[src/rtl/ecub_pkg.sv]
// Purpose: Shared constants for the extended control upper-bit bank
// Assumes: 50 MHz mclk, 16-bit register byte addresses
// Notes:   Bit positions are those of the extended device control word, except the valid bit of the speed status register
package ecub_pkg;
    // ========================================================
    // Register map
    localparam logic [15:0] ECUB_EXT_CTRL_OFF   = 16'h0018;
    localparam logic [15:0] ECUB_SPD_STATUS_OFF = 16'h0100;

    // ========================================================
    // Field positions
    localparam int ECUB_PIN3_DIR_BIT   = 11;
    localparam int ECUB_ASD_CHK_BIT    = 12;
    localparam int ECUB_RSVD14_BIT     = 14;
    localparam int ECUB_SPD_BYPASS_BIT = 15;
    localparam int ECUB_NS_OFF_BIT     = 16;
    localparam int ECUB_RO_OFF_BIT     = 17;
    localparam int ECUB_CLK_GATE_BIT   = 19;
    localparam int ECUB_PHY_PD_BIT     = 20;
    localparam int ECUB_RSVD21_BIT     = 21;
    localparam int ECUB_SPD_VALID_BIT  = 2;

    // ========================================================
    // Reset values
    localparam logic ECUB_PIN3_DIR_RST   = 1'h0;
    localparam logic ECUB_SPD_BYPASS_RST = 1'h0;
    localparam logic ECUB_NS_OFF_RST     = 1'h0;
    localparam logic ECUB_RO_OFF_RST     = 1'h0;
    localparam logic ECUB_CLK_GATE_RST   = 1'h0;
    localparam logic ECUB_PHY_PD_RST     = 1'h1;

    // ========================================================
    // Speed measurement timing
    localparam int ECUB_MCLK_KHZ      = 50000;
    localparam int ECUB_ASD_WINDOW_NS = 1280;
    localparam int ECUB_ASD_CYCLES    = (ECUB_ASD_WINDOW_NS * ECUB_MCLK_KHZ) / 1000000;
    localparam logic [7:0] ECUB_ASD_LAST    = 8'(ECUB_ASD_CYCLES - 1);
    localparam logic [7:0] ECUB_ASD_THR_LOW = 8'h08;
    localparam logic [7:0] ECUB_ASD_THR_MID = 8'h18;

    // ========================================================
    // Speed codes
    localparam logic [1:0] ECUB_SPEED_10   = 2'h0;
    localparam logic [1:0] ECUB_SPEED_100  = 2'h1;
    localparam logic [1:0] ECUB_SPEED_1000 = 2'h2;
endpackage : ecub_pkg

[src/rtl/ecub_link_if.sv]
// Purpose: Carries speed check and pin 3 signals between the bank and its helpers
// Assumes: All signals on mclk
// Notes:   No clocking block; plain nets only
`timescale 1ns/1ps
`default_nettype none
interface ecub_link_if;
    logic       asd_start;
    logic       asd_busy;
    logic       asd_done;
    logic [1:0] asd_result;
    logic       pin3_dir;
    logic       pin3_drive;
    logic       pin3_irq_en;
    logic       pin3_level;
    logic       pin3_gpi;

    modport ctl (output asd_start, input asd_busy, input asd_done, input asd_result,
                 output pin3_dir, output pin3_drive, output pin3_irq_en,
                 input pin3_level, input pin3_gpi);
    modport chk (input asd_start, output asd_busy, output asd_done, output asd_result);
    modport pin (input pin3_dir, input pin3_drive, input pin3_irq_en,
                 output pin3_level, output pin3_gpi);
endinterface : ecub_link_if
`default_nettype wire

[src/rtl/ecub_speed_check.sv]
// Purpose: One-shot receive clock frequency measurement
// Assumes: rx_clk_pin is asynchronous to mclk
// Notes:   Edges are counted after sampling, so the gigabit clock aliases;
//          anything at or above the mid threshold is reported as gigabit
`timescale 1ns/1ps
`default_nettype none
module ecub_speed_check
    import ecub_pkg::*;
(
    input  wire logic mclk,
    input  wire logic rst_n,
    input  wire logic rx_clk_pin,
    ecub_link_if.chk  link
);
    typedef enum {ECUB_ASD_IDLE, ECUB_ASD_MEASURE} ecub_asd_state_t;

    typedef struct packed {
        ecub_asd_state_t state;
        logic            sync1;
        logic            sync2;
        logic            prev;
        logic [7:0]      cycles;
        logic [7:0]      edges;
        logic [1:0]      result;
        logic            done;
    } ecub_asd_st_t;

    ecub_asd_st_t st_reg;
    ecub_asd_st_t st_next;

    // ========================================================
    // Measurement sequence
    always_comb begin
        st_next       = st_reg;
        st_next.sync1 = rx_clk_pin;
        st_next.sync2 = st_reg.sync1;
        st_next.prev  = st_reg.sync2;
        st_next.done  = 1'b0;
        case (st_reg.state)
            ECUB_ASD_IDLE: begin
                if (link.asd_start) begin // RQ3
                    st_next.state  = ECUB_ASD_MEASURE;
                    st_next.cycles = 8'h00;
                    st_next.edges  = 8'h00;
                end
            end
            ECUB_ASD_MEASURE: begin
                st_next.cycles = st_reg.cycles + 8'h01;
                if (st_reg.sync2 && !st_reg.prev) begin
                    st_next.edges = st_reg.edges + 8'h01;
                end
                if (st_reg.cycles == ECUB_ASD_LAST) begin // RQ3
                    st_next.state = ECUB_ASD_IDLE;
                    st_next.done  = 1'b1;
                    if (st_reg.edges < ECUB_ASD_THR_LOW) begin
                        st_next.result = ECUB_SPEED_10;
                    end else if (st_reg.edges < ECUB_ASD_THR_MID) begin
                        st_next.result = ECUB_SPEED_100;
                    end else begin
                        st_next.result = ECUB_SPEED_1000;
                    end
                end
            end
            default: st_next.state = ECUB_ASD_IDLE;
        endcase
    end

    always_ff @(posedge mclk or negedge rst_n) begin
        if (!rst_n) begin
            st_reg <= '{ECUB_ASD_IDLE, 1'b0, 1'b0, 1'b0, 8'h00, 8'h00, ECUB_SPEED_10, 1'b0};
        end else begin
            st_reg <= st_next;
        end
    end

    assign link.asd_busy   = (st_reg.state == ECUB_ASD_MEASURE); // RQ13
    assign link.asd_done   = st_reg.done;
    assign link.asd_result = st_reg.result;

    // ========================================================
    // Checks
    chk_asd_run_length: assert property (@(posedge mclk) disable iff (!rst_n) // RQ13
        (link.asd_start && !link.asd_busy) |=> link.asd_busy [*8] ##56 link.asd_busy ##1
        (link.asd_done && !link.asd_busy))
        else $error("speed check did not finish after its window");
endmodule : ecub_speed_check
`default_nettype wire

[src/rtl/ecub_pin3.sv]
// Purpose: Software pin 3 direction, drive and interrupt detection
// Assumes: pin3_in comes from a pad, asynchronous to mclk
// Notes:   Output enable is active low
`timescale 1ns/1ps
`default_nettype none
module ecub_pin3
    import ecub_pkg::*;
(
    input  wire logic mclk,
    input  wire logic rst_n,
    input  wire logic pin3_in,
    output logic      pin3_out,
    output logic      pin3_oe_n,
    ecub_link_if.pin  link
);
    typedef struct packed {
        logic sync1;
        logic sync2;
        logic out;
        logic oe_n;
        logic gpi;
    } ecub_pin_st_t;

    ecub_pin_st_t st_reg;
    ecub_pin_st_t st_next;

    // ========================================================
    // Pin control
    always_comb begin
        st_next       = st_reg;
        st_next.sync1 = pin3_in;
        st_next.sync2 = st_reg.sync1;
        st_next.out   = link.pin3_drive;
        st_next.oe_n  = !link.pin3_dir; // RQ1
        st_next.gpi   = !link.pin3_dir && link.pin3_irq_en && st_reg.sync2; // RQ12
    end

    always_ff @(posedge mclk or negedge rst_n) begin
        if (!rst_n) begin
            st_reg <= '{1'b0, 1'b0, 1'b0, 1'b1, 1'b0};
        end else begin
            st_reg <= st_next;
        end
    end

    assign pin3_out        = st_reg.out;
    assign pin3_oe_n       = st_reg.oe_n;
    assign link.pin3_level = st_reg.sync2;
    assign link.pin3_gpi   = st_reg.gpi;

    // ========================================================
    // Checks
    chk_gpi_cause_raise: assert property (@(posedge mclk) disable iff (!rst_n) // RQ12
        (!link.pin3_dir && link.pin3_irq_en && st_reg.sync2) |=> link.pin3_gpi)
        else $error("pin 3 interrupt cause not raised");
    chk_pin3_oe_dir: assert property (@(posedge mclk) disable iff (!rst_n) // RQ1
        link.pin3_dir |=> !pin3_oe_n && (pin3_out == $past(link.pin3_drive)))
        else $error("pin 3 not driven as an output");
endmodule : ecub_pin3
`default_nettype wire

[src/rtl/ecub_ext_ctrl.sv]
// Purpose: Upper bits 11 to 21 of the extended device control register
// Assumes: rst_n is the power-on reset; sw_rst and sys_rst are one-cycle
//          pulses on mclk; nvm_load strobes configuration once after power-on
// Notes:   Read data appear the cycle after the read strobe
//
// Summary of operation
// RQ1: Bit 11 sets pin 3 direction, nonvolatile initial
// RQ2: Pin direction survives software and system reset
// RQ3: Writing bit 12 starts receive clock measurement
// RQ4: Bypass bit adopts software speed at once
// RQ5: No-snoop off clears every no-snoop attribute
// RQ6: Otherwise no-snoop follows configuration and enables
// RQ7: Relaxed-order off blocks relaxed ordering always
// RQ8: Otherwise relaxed ordering follows queue controls
// RQ9: Bit 19 enables dynamic MAC clock gating
// RQ10: Bit 20 allows PHY power down, default one
// RQ11: Software writes reserved bits zero, ignores reads
// RQ12: Input pin 3 high raises cause fourteen
// RQ13: Check bit reads one while measuring
`timescale 1ns/1ps
`default_nettype none
module ecub_ext_ctrl
    import ecub_pkg::*;
(
    input  wire logic        mclk,
    input  wire logic        rst_n,
    input  wire logic        sw_rst,
    input  wire logic        sys_rst,
    input  wire logic        nvm_load,
    input  wire logic        nvm_pin3_dir,
    input  wire logic        nvm_clk_gate,
    input  wire logic        nvm_phy_pd,
    input  wire logic [15:0] reg_addr,
    input  wire logic [31:0] reg_wdata,
    input  wire logic        reg_wr,
    input  wire logic        reg_rd,
    output logic      [31:0] reg_rdata,
    input  wire logic [1:0]  ctrl_speed,
    input  wire logic [1:0]  hw_speed,
    output logic      [1:0]  speed_sel,
    output logic             speed_select_bypass,
    output logic      [1:0]  speed_detect_result,
    input  wire logic        rx_clk_pin,
    input  wire logic        no_snoop_request,
    output logic             no_snoop_attr,
    input  wire logic        pcie_devctl_ro,
    input  wire logic        queue_ro_request,
    output logic             relaxed_order_attr,
    output logic             mac_clock_gate_en,
    output logic             phy_power_down_en,
    output logic             pin3_direction,
    input  wire logic        pin3_drive_value,
    input  wire logic        pin3_interrupt_enable,
    input  wire logic        pin3_in,
    output logic             pin3_out,
    output logic             pin3_oe_n,
    output logic             pin3_level,
    output logic             gpi_cause_pin3
);
    // ========================================================
    // State
    typedef struct packed {
        logic        pin3_dir;
        logic        spd_bypass;
        logic        ns_off;
        logic        ro_off;
        logic        clk_gate;
        logic        phy_pd;
        logic        asd_start;
        logic        spd_valid;
        logic [1:0]  spd_result;
        logic [1:0]  speed_sel;
        logic        ns_attr;
        logic        ro_attr;
        logic [31:0] rdata;
    } ecub_main_st_t;

    localparam ecub_main_st_t ECUB_MAIN_RST = '{
        pin3_dir:   ECUB_PIN3_DIR_RST,
        spd_bypass: ECUB_SPD_BYPASS_RST,
        ns_off:     ECUB_NS_OFF_RST,
        ro_off:     ECUB_RO_OFF_RST,
        clk_gate:   ECUB_CLK_GATE_RST,
        phy_pd:     ECUB_PHY_PD_RST,
        asd_start:  1'b0,
        spd_valid:  1'b0,
        spd_result: ECUB_SPEED_10,
        speed_sel:  ECUB_SPEED_10,
        ns_attr:    1'b0,
        ro_attr:    1'b0,
        rdata:      32'h0000_0000
    };

    ecub_main_st_t st_reg;
    ecub_main_st_t st_next;

    ecub_link_if link ();

    logic        wr_ext;
    logic        soft_rst;
    logic [31:0] ext_view;
    logic [31:0] spd_view;

    assign wr_ext   = reg_wr && (reg_addr == ECUB_EXT_CTRL_OFF);
    assign soft_rst = sw_rst || sys_rst;

    // ========================================================
    // Helpers
    ecub_speed_check u_speed_check (
        .mclk       (mclk),
        .rst_n      (rst_n),
        .rx_clk_pin (rx_clk_pin),
        .link       (link.chk)
    );

    ecub_pin3 u_pin3 (
        .mclk      (mclk),
        .rst_n     (rst_n),
        .pin3_in   (pin3_in),
        .pin3_out  (pin3_out),
        .pin3_oe_n (pin3_oe_n),
        .link      (link.pin)
    );

    assign link.asd_start   = st_reg.asd_start;
    assign link.pin3_dir    = st_reg.pin3_dir;
    assign link.pin3_drive  = pin3_drive_value;
    assign link.pin3_irq_en = pin3_interrupt_enable;

    // ========================================================
    // Read views; reserved bits, control bits 0 to 10 and status bits above 2 read as zero
    always_comb begin
        ext_view                      = 32'h0000_0000;
        ext_view[ECUB_PIN3_DIR_BIT]   = st_reg.pin3_dir;
        // Pending start counts as busy so a read right after the write sees it
        ext_view[ECUB_ASD_CHK_BIT]    = st_reg.asd_start || link.asd_busy; // RQ13
        ext_view[ECUB_SPD_BYPASS_BIT] = st_reg.spd_bypass;
        ext_view[ECUB_NS_OFF_BIT]     = st_reg.ns_off;
        ext_view[ECUB_RO_OFF_BIT]     = st_reg.ro_off;
        ext_view[ECUB_CLK_GATE_BIT]   = st_reg.clk_gate;
        ext_view[ECUB_PHY_PD_BIT]     = st_reg.phy_pd;

        spd_view                      = 32'h0000_0000;
        spd_view[1:0]                 = st_reg.spd_result;
        spd_view[ECUB_SPD_VALID_BIT]  = st_reg.spd_valid;
    end

    // ========================================================
    // Next state
    always_comb begin
        st_next           = st_reg;
        st_next.asd_start = 1'b0;

        // Software writes; reserved bits 13, 14, 18 and 21 are dropped
        if (wr_ext) begin
            st_next.pin3_dir   = reg_wdata[ECUB_PIN3_DIR_BIT]; // RQ1
            st_next.spd_bypass = reg_wdata[ECUB_SPD_BYPASS_BIT];
            st_next.ns_off     = reg_wdata[ECUB_NS_OFF_BIT];
            st_next.ro_off     = reg_wdata[ECUB_RO_OFF_BIT];
            st_next.clk_gate   = reg_wdata[ECUB_CLK_GATE_BIT]; // RQ9
            st_next.phy_pd     = reg_wdata[ECUB_PHY_PD_BIT]; // RQ10
            // A second start while measuring is ignored
            st_next.asd_start  = reg_wdata[ECUB_ASD_CHK_BIT] && !link.asd_busy && !st_reg.asd_start; // RQ3
        end

        // Nonvolatile defaults arrive after power-on
        if (nvm_load) begin
            st_next.pin3_dir = nvm_pin3_dir; // RQ1
            st_next.clk_gate = nvm_clk_gate; // RQ9
            st_next.phy_pd   = nvm_phy_pd; // RQ10
        end

        // Software and system reset leave pin 3 direction alone
        if (soft_rst) begin // RQ2
            st_next.spd_bypass = ECUB_SPD_BYPASS_RST;
            st_next.ns_off     = ECUB_NS_OFF_RST;
            st_next.ro_off     = ECUB_RO_OFF_RST;
            st_next.clk_gate   = ECUB_CLK_GATE_RST;
            st_next.phy_pd     = ECUB_PHY_PD_RST;
            st_next.asd_start  = 1'b0;
        end

        // Measurement outcome
        if (link.asd_done) begin // RQ3
            st_next.spd_result = link.asd_result;
            st_next.spd_valid  = 1'b1;
        end else if (st_reg.asd_start) begin
            st_next.spd_valid  = 1'b0;
        end

        // Speed select: bypass skips the clock switching path
        st_next.speed_sel = st_reg.spd_bypass ? ctrl_speed : hw_speed; // RQ4

        // Packet attributes
        st_next.ns_attr = !st_reg.ns_off && no_snoop_request; // RQ5 RQ6
        st_next.ro_attr = !st_reg.ro_off && pcie_devctl_ro && queue_ro_request; // RQ7 RQ8

        // Register reads, answered one cycle later
        st_next.rdata = 32'h0000_0000;
        if (reg_rd) begin
            if (reg_addr == ECUB_EXT_CTRL_OFF) begin
                st_next.rdata = ext_view;
            end else if (reg_addr == ECUB_SPD_STATUS_OFF) begin
                st_next.rdata = spd_view;
            end
        end
    end

    always_ff @(posedge mclk or negedge rst_n) begin
        if (!rst_n) begin
            st_reg <= ECUB_MAIN_RST;
        end else begin
            st_reg <= st_next;
        end
    end

    // ========================================================
    // Outputs
    assign reg_rdata           = st_reg.rdata;
    assign speed_sel           = st_reg.speed_sel;
    assign speed_select_bypass = st_reg.spd_bypass;
    assign speed_detect_result = st_reg.spd_result;
    assign no_snoop_attr       = st_reg.ns_attr;
    assign relaxed_order_attr  = st_reg.ro_attr;
    assign mac_clock_gate_en   = st_reg.clk_gate;
    assign phy_power_down_en   = st_reg.phy_pd;
    assign pin3_direction      = st_reg.pin3_dir;
    assign pin3_level          = link.pin3_level;
    assign gpi_cause_pin3      = link.pin3_gpi;

    // ========================================================
    // Checks
    chk_pin3_dir_write: assert property (@(posedge mclk) disable iff (!rst_n) // RQ1
        (wr_ext && !nvm_load)
        |=> pin3_direction == $past(reg_wdata[ECUB_PIN3_DIR_BIT]))
        else $error("pin 3 direction did not take the written value");

    chk_pin3_dir_nvm: assert property (@(posedge mclk) disable iff (!rst_n) // RQ1
        nvm_load
        |=> pin3_direction == $past(nvm_pin3_dir))
        else $error("pin 3 direction missed its default");

    chk_pin3_dir_hold: assert property (@(posedge mclk) disable iff (!rst_n) // RQ2
        (soft_rst && !wr_ext && !nvm_load)
        |=> $stable(pin3_direction))
        else $error("pin 3 direction changed on software or system reset");

    chk_asd_start_read: assert property (@(posedge mclk) disable iff (!rst_n) // RQ3
        (wr_ext && reg_wdata[ECUB_ASD_CHK_BIT] && !link.asd_busy && !st_reg.asd_start && !soft_rst)
        |=> link.asd_start ##1 link.asd_busy)
        else $error("speed check did not start");

    chk_result_posted: assert property (@(posedge mclk) disable iff (!rst_n) // RQ3
        link.asd_done
        |=> speed_detect_result == $past(link.asd_result))
        else $error("speed result not posted");

    chk_bypass_speed: assert property (@(posedge mclk) disable iff (!rst_n) // RQ4
        speed_select_bypass
        |=> speed_sel == $past(ctrl_speed))
        else $error("bypass did not adopt software speed");

    chk_ns_blocked: assert property (@(posedge mclk) disable iff (!rst_n) // RQ5
        (st_reg.ns_off && no_snoop_request)
        |=> !no_snoop_attr)
        else $error("no-snoop set while disabled");

    chk_ns_follow: assert property (@(posedge mclk) disable iff (!rst_n) // RQ6
        !st_reg.ns_off
        |=> no_snoop_attr == $past(no_snoop_request))
        else $error("no-snoop does not follow request");

    chk_ro_blocked: assert property (@(posedge mclk) disable iff (!rst_n) // RQ7
        (st_reg.ro_off && pcie_devctl_ro && queue_ro_request)
        |=> !relaxed_order_attr)
        else $error("relaxed ordering used while disabled");

    chk_ro_follow: assert property (@(posedge mclk) disable iff (!rst_n) // RQ8
        (!st_reg.ro_off && pcie_devctl_ro)
        |=> relaxed_order_attr == $past(queue_ro_request))
        else $error("relaxed ordering does not follow queue control");

    chk_clk_gate_write: assert property (@(posedge mclk) disable iff (!rst_n) // RQ9
        (wr_ext && !nvm_load && !soft_rst)
        |=> mac_clock_gate_en == $past(reg_wdata[ECUB_CLK_GATE_BIT]))
        else $error("clock gating enable did not take the written value");

    chk_phy_pd_reset: assert property (@(posedge mclk) disable iff (!rst_n) // RQ10
        soft_rst
        |=> phy_power_down_en && !mac_clock_gate_en)
        else $error("power-down enable not restored by reset");

    chk_busy_readback: assert property (@(posedge mclk) disable iff (!rst_n) // RQ13
        (reg_rd && reg_addr == ECUB_EXT_CTRL_OFF && link.asd_busy)
        |=> reg_rdata[ECUB_ASD_CHK_BIT])
        else $error("check bit read as zero while measuring");

    chk_check_bit_clear: assert property (@(posedge mclk) disable iff (!rst_n) // RQ13
        (reg_rd && reg_addr == ECUB_EXT_CTRL_OFF && !link.asd_busy && !st_reg.asd_start)
        |=> !reg_rdata[ECUB_ASD_CHK_BIT])
        else $error("check bit read as one while idle");
endmodule : ecub_ext_ctrl
`default_nettype wire

[config.mk]
export PLATFORM = sky130hd
export DESIGN_NAME = ecub_ext_ctrl
export DESIGN_NICKNAME = d
export VERILOG_FILES = /design/src/rtl/ecub_pkg.sv /design/src/rtl/ecub_link_if.sv /design/src/rtl/ecub_speed_check.sv /design/src/rtl/ecub_pin3.sv /design/src/rtl/ecub_ext_ctrl.sv
export SDC_FILE = /design/constraint.sdc
export NUM_CORES = 1
export LEC_CHECK = 0
export BUFFER_PORTS_ARGS = -buffer_cell sky130_fd_sc_hd__buf_2
export CAP_MARGIN = 20
export CORE_AREA = 4 4 76 78
export CTS_BUF_LIST = sky130_fd_sc_hd__clkbuf_8
export DETAILED_ROUTE_END_ITERATION = 16
export DIE_AREA = 0 0 80 82
export PLACE_DENSITY = 0.89
export RECOVER_POWER = 25
export SKIP_CTS_REPAIR_TIMING = 1
export SLEW_MARGIN = 20
export SYNTH_ARGS = -nofsm -noshare
export SYNTH_HDL_FRONTEND = slang
export SYNTH_SLANG_ARGS = --single-unit
[constraint.sdc]
create_clock -name mclk -period 1.55 [get_ports mclk]
set_input_delay 0.3875 -clock mclk [delete_from_list [all_inputs] [get_ports mclk]]
set_output_delay 0.3875 -clock mclk [all_outputs]
set_load 0.01 [all_outputs]
==> summary.md <==
| Metric | Value |
|---|---|
| RSZ-0062 raised after global routing | `no` |
| Synth warn | `0` |
| Vias | `1,815` |
| Slew HR | `36.82%` |
| Starting density of the core | `47.07%` |
| CP arrival | `1630 ps` |
| CTS tree | `done` |
| Post-DP HPWL | `4015 µm` |
| Die X | `80 µm` |
| Post-synth EDFFs | `0` |
| First-pass GRT wire length | `8066 µm` |
| CP required | `1770 ps` |
| Worst slew pin tran | `947.7 ps` |
| Vias per cell | `4.946` |
| R2R Setup Slk | `150 ps` |
| Post-synthesis cell type count | `42` |
| Reg2reg start | `u_speed_check.st_reg[11]` |
| Root Buffer Master | `clkbuf_8` |
| DRC viols | `0` |
| Net Switching | `0.5831 mW` |
| Worst setup EP type | `flop` |
| Total of max-cap violations | `0` |
| Predominant post-synthesis flop cell | `dfrtp_1` |
| Crit path to | `u_speed_check.link.asd_result[0]` |
| Minimum clock period | `1404 ps` |
| Die Y | `82 µm` |
| CP Launch Point | `u_speed_check.st_reg[11]` |
| Pwr Density | `818.6 nW/µm²` |
| Critical path class | `flop to flop` |
| Total Routed Length | `5035 µm` |
| Final Max Tran Viols | `0` |
| Vias in the first global route | `1,804` |
| Core ar. | `5075 µm²` |
| Final WS setup | `145.9 ps` |
| Detailed Routing Iterations Pass 1 | `4` |
| Max clock buf depth | `2` |
| Num CTS Buffers | `5` |
| Synthesized flop and latch total | `52` |
| Setup Skew | `11.26 ps` |
| Worst VDD drop | `0.3935 mV` |
| GRT Overall Usage | `16.03%` |
| Post-synth top area share | `52.38%` |
| Htree depth | `2` |
| P&R area growth vs syn | `20.95%` |
| Largest net degree at the start of global routing | `24` |
| Hold Fails Final Rpt | `0` |
| IO Count | `115` |
| Fin util | `56.93%` |
| Clock transition at path regs | `100 ps` |
| Worst Setup Start Kind | `flop` |
| Crit Reg-Reg Endpoint | `u_speed_check.link.asd_result[0]` |
| Final ANT Viol Nets | `0` |
| Fin crit share | `90.58%` |
| Async set or reset register ratio after synthesis | `100.0%` |
| Mean post-synth cell area | `10.96 µm²` |
| Sw Ratio | `24.65%` |
| Initial antenna violation count | `0` |
| Post-Place Worst Slack | `-121.5 ps` |
| Max reg flops | `18` |
| Most frequent cells in the layout | `buf_2, dfrtp_1, conb_1, nand2_1, o21ai_0` |
| P_leak | `1.485 nW` |
| # setup viols final | `0` |
| Later-pin clock latency in the skew report | `310 ps` |
| CP max FO | `6` |
| Post-synthesis instance total | `218` |
| Clk sinks | `52` |
| Area of the die | `6560 µm²` |
| Cell taking the most area after synthesis | `dfrtp_1` |
| Fill cells | `440` |
| DRT iter0 DRCs | `103` |
| Mapped Area | `2389 µm²` |
| Cell depth of the worst flop-to-flop path | `6` |
| Int Pwr | `1.782 mW` |
| Status | `completed` |
| Max Freq | `712.2 MHz` |
| Clock power frac | `34.0%` |
| # diodes | `0` |
| Synth area leaders | `dfrtp_1, buf_4, and2_1` |
| Register area share after synthesis | `54.58%` |
| Nets@finish | `367` |
| Avg WL per Cell | `13.72 µm` |
| Row count | `26` |
| Commonest non-fill, non-tap cell in the layout | `buf_2` |
| I/O Buffers | `67` |
| Final total power | `2.365 mW` |
| Hold Slack | `176.5 ps` |
| Worst Hold Class | `input port to flop` |
| Sequential share of power | `58.7%` |
| Remaining global-route overflow | `0` |
| Comb power frac | `7.3%` |
| Global placement routability congestion | `0.7632` |
| Layout cells sized above 1 | `33.67%` |
cell type report:
type	instances	area, µm²	area share, %
Clock inverter	3	27.53	0.9528
Timing Repair Buffer	80	449.2	15.55
Inverter	4	15.01	0.5197
Tap cell	70	87.58	3.032
Clock buffer	5	68.82	2.382
Multi-Input combinational cell	153	935.9	32.39
Sequential cell	52	1305	45.17
Yosys cell counts (3+ instances only):
cell type / number
dfrtp_1: 50
buf_4: 24
nand2_1: 16
o21ai_0: 13
and2_1: 11
nor2_1: 11
nand3_1: 9
a21oi_1: 6
xor2_1: 6
and3_1: 5
mux2_2: 5
nand2b_1: 5
inv_1: 4
mux2i_1: 4
nor3_1: 4
nor4_1: 4
and4_1: 3
buf_2: 3
nand4_1: 3
nor2b_1: 3
routing by layer:
metal	track usage, %	share of wire [%]
met1	20.32	40
met2	26.32	50
met3	3.838	8.7
met4	6.757	2.1
met5	0	0
worst min path at each step:
| stage | start | endpoint | slack (ps) | cells past startpoint |
|---|---|---|---|---|
| 6_report | pin3_in | u_pin3.st_next[3] | 180 | 1 |
| 5_1_grt | pin3_in | u_pin3.st_next[3] | 170 | 1 |
| 4_1_cts | rst_n | u_pin3.link.pin3_level | 20 | 1 |
| 3_5_place_dp | u_speed_check.st_next[20] | u_speed_check.st_next[19] | 350 | 0 |
| 3_3_place_gp | u_pin3.st_next[3] | u_pin3.link.pin3_level | 330 | 0 |
| 2_1_floorplan | rst_n | ext_view[16] | 90 | 0 |
through the flow:
step / std cells / cell area [µm²] / TNS [ps]
after floorplan: 239 / 2467 / 0
after global placement: 358 / 2791 / -892.8
after detailed placement: 358 / 2791 / -1034
final: 367 / 2889 / 0
after CTS: 366 / 2888 / 0
after global routing: 367 / 2889 / 0
power groups by stage:
stage                     clock (mW)  combinational (mW)  sequential (mW)
after floorplan                    0              0.0921             1.42
after global placement             0               0.173             1.41
after detailed placement           0               0.178             1.41
after CTS                      0.817               0.178             1.39
after global routing           0.876               0.193             1.39
final                          0.805               0.172             1.39
logic make-up after synthesis:
kind of cell	Yosys count	synth area share [%]
fa+ha+maj	2	1.048
buf+inv	34	9.586
xor+xnor	7	2.567
flops	52	54.58
mux	9	4.033
other cells	1	0.1570
compound gates	31	8.905
simple gates	82	19.12
critical path, stage by stage, from the launching register on:
cell      delay [ps]
dfrtp_1          390
ha_1             240
nand4_1          150
nor4_2           180
buf_4            180
o211ai_1          80
o21ai_0          100
Power figures use the tool's default switching activity.
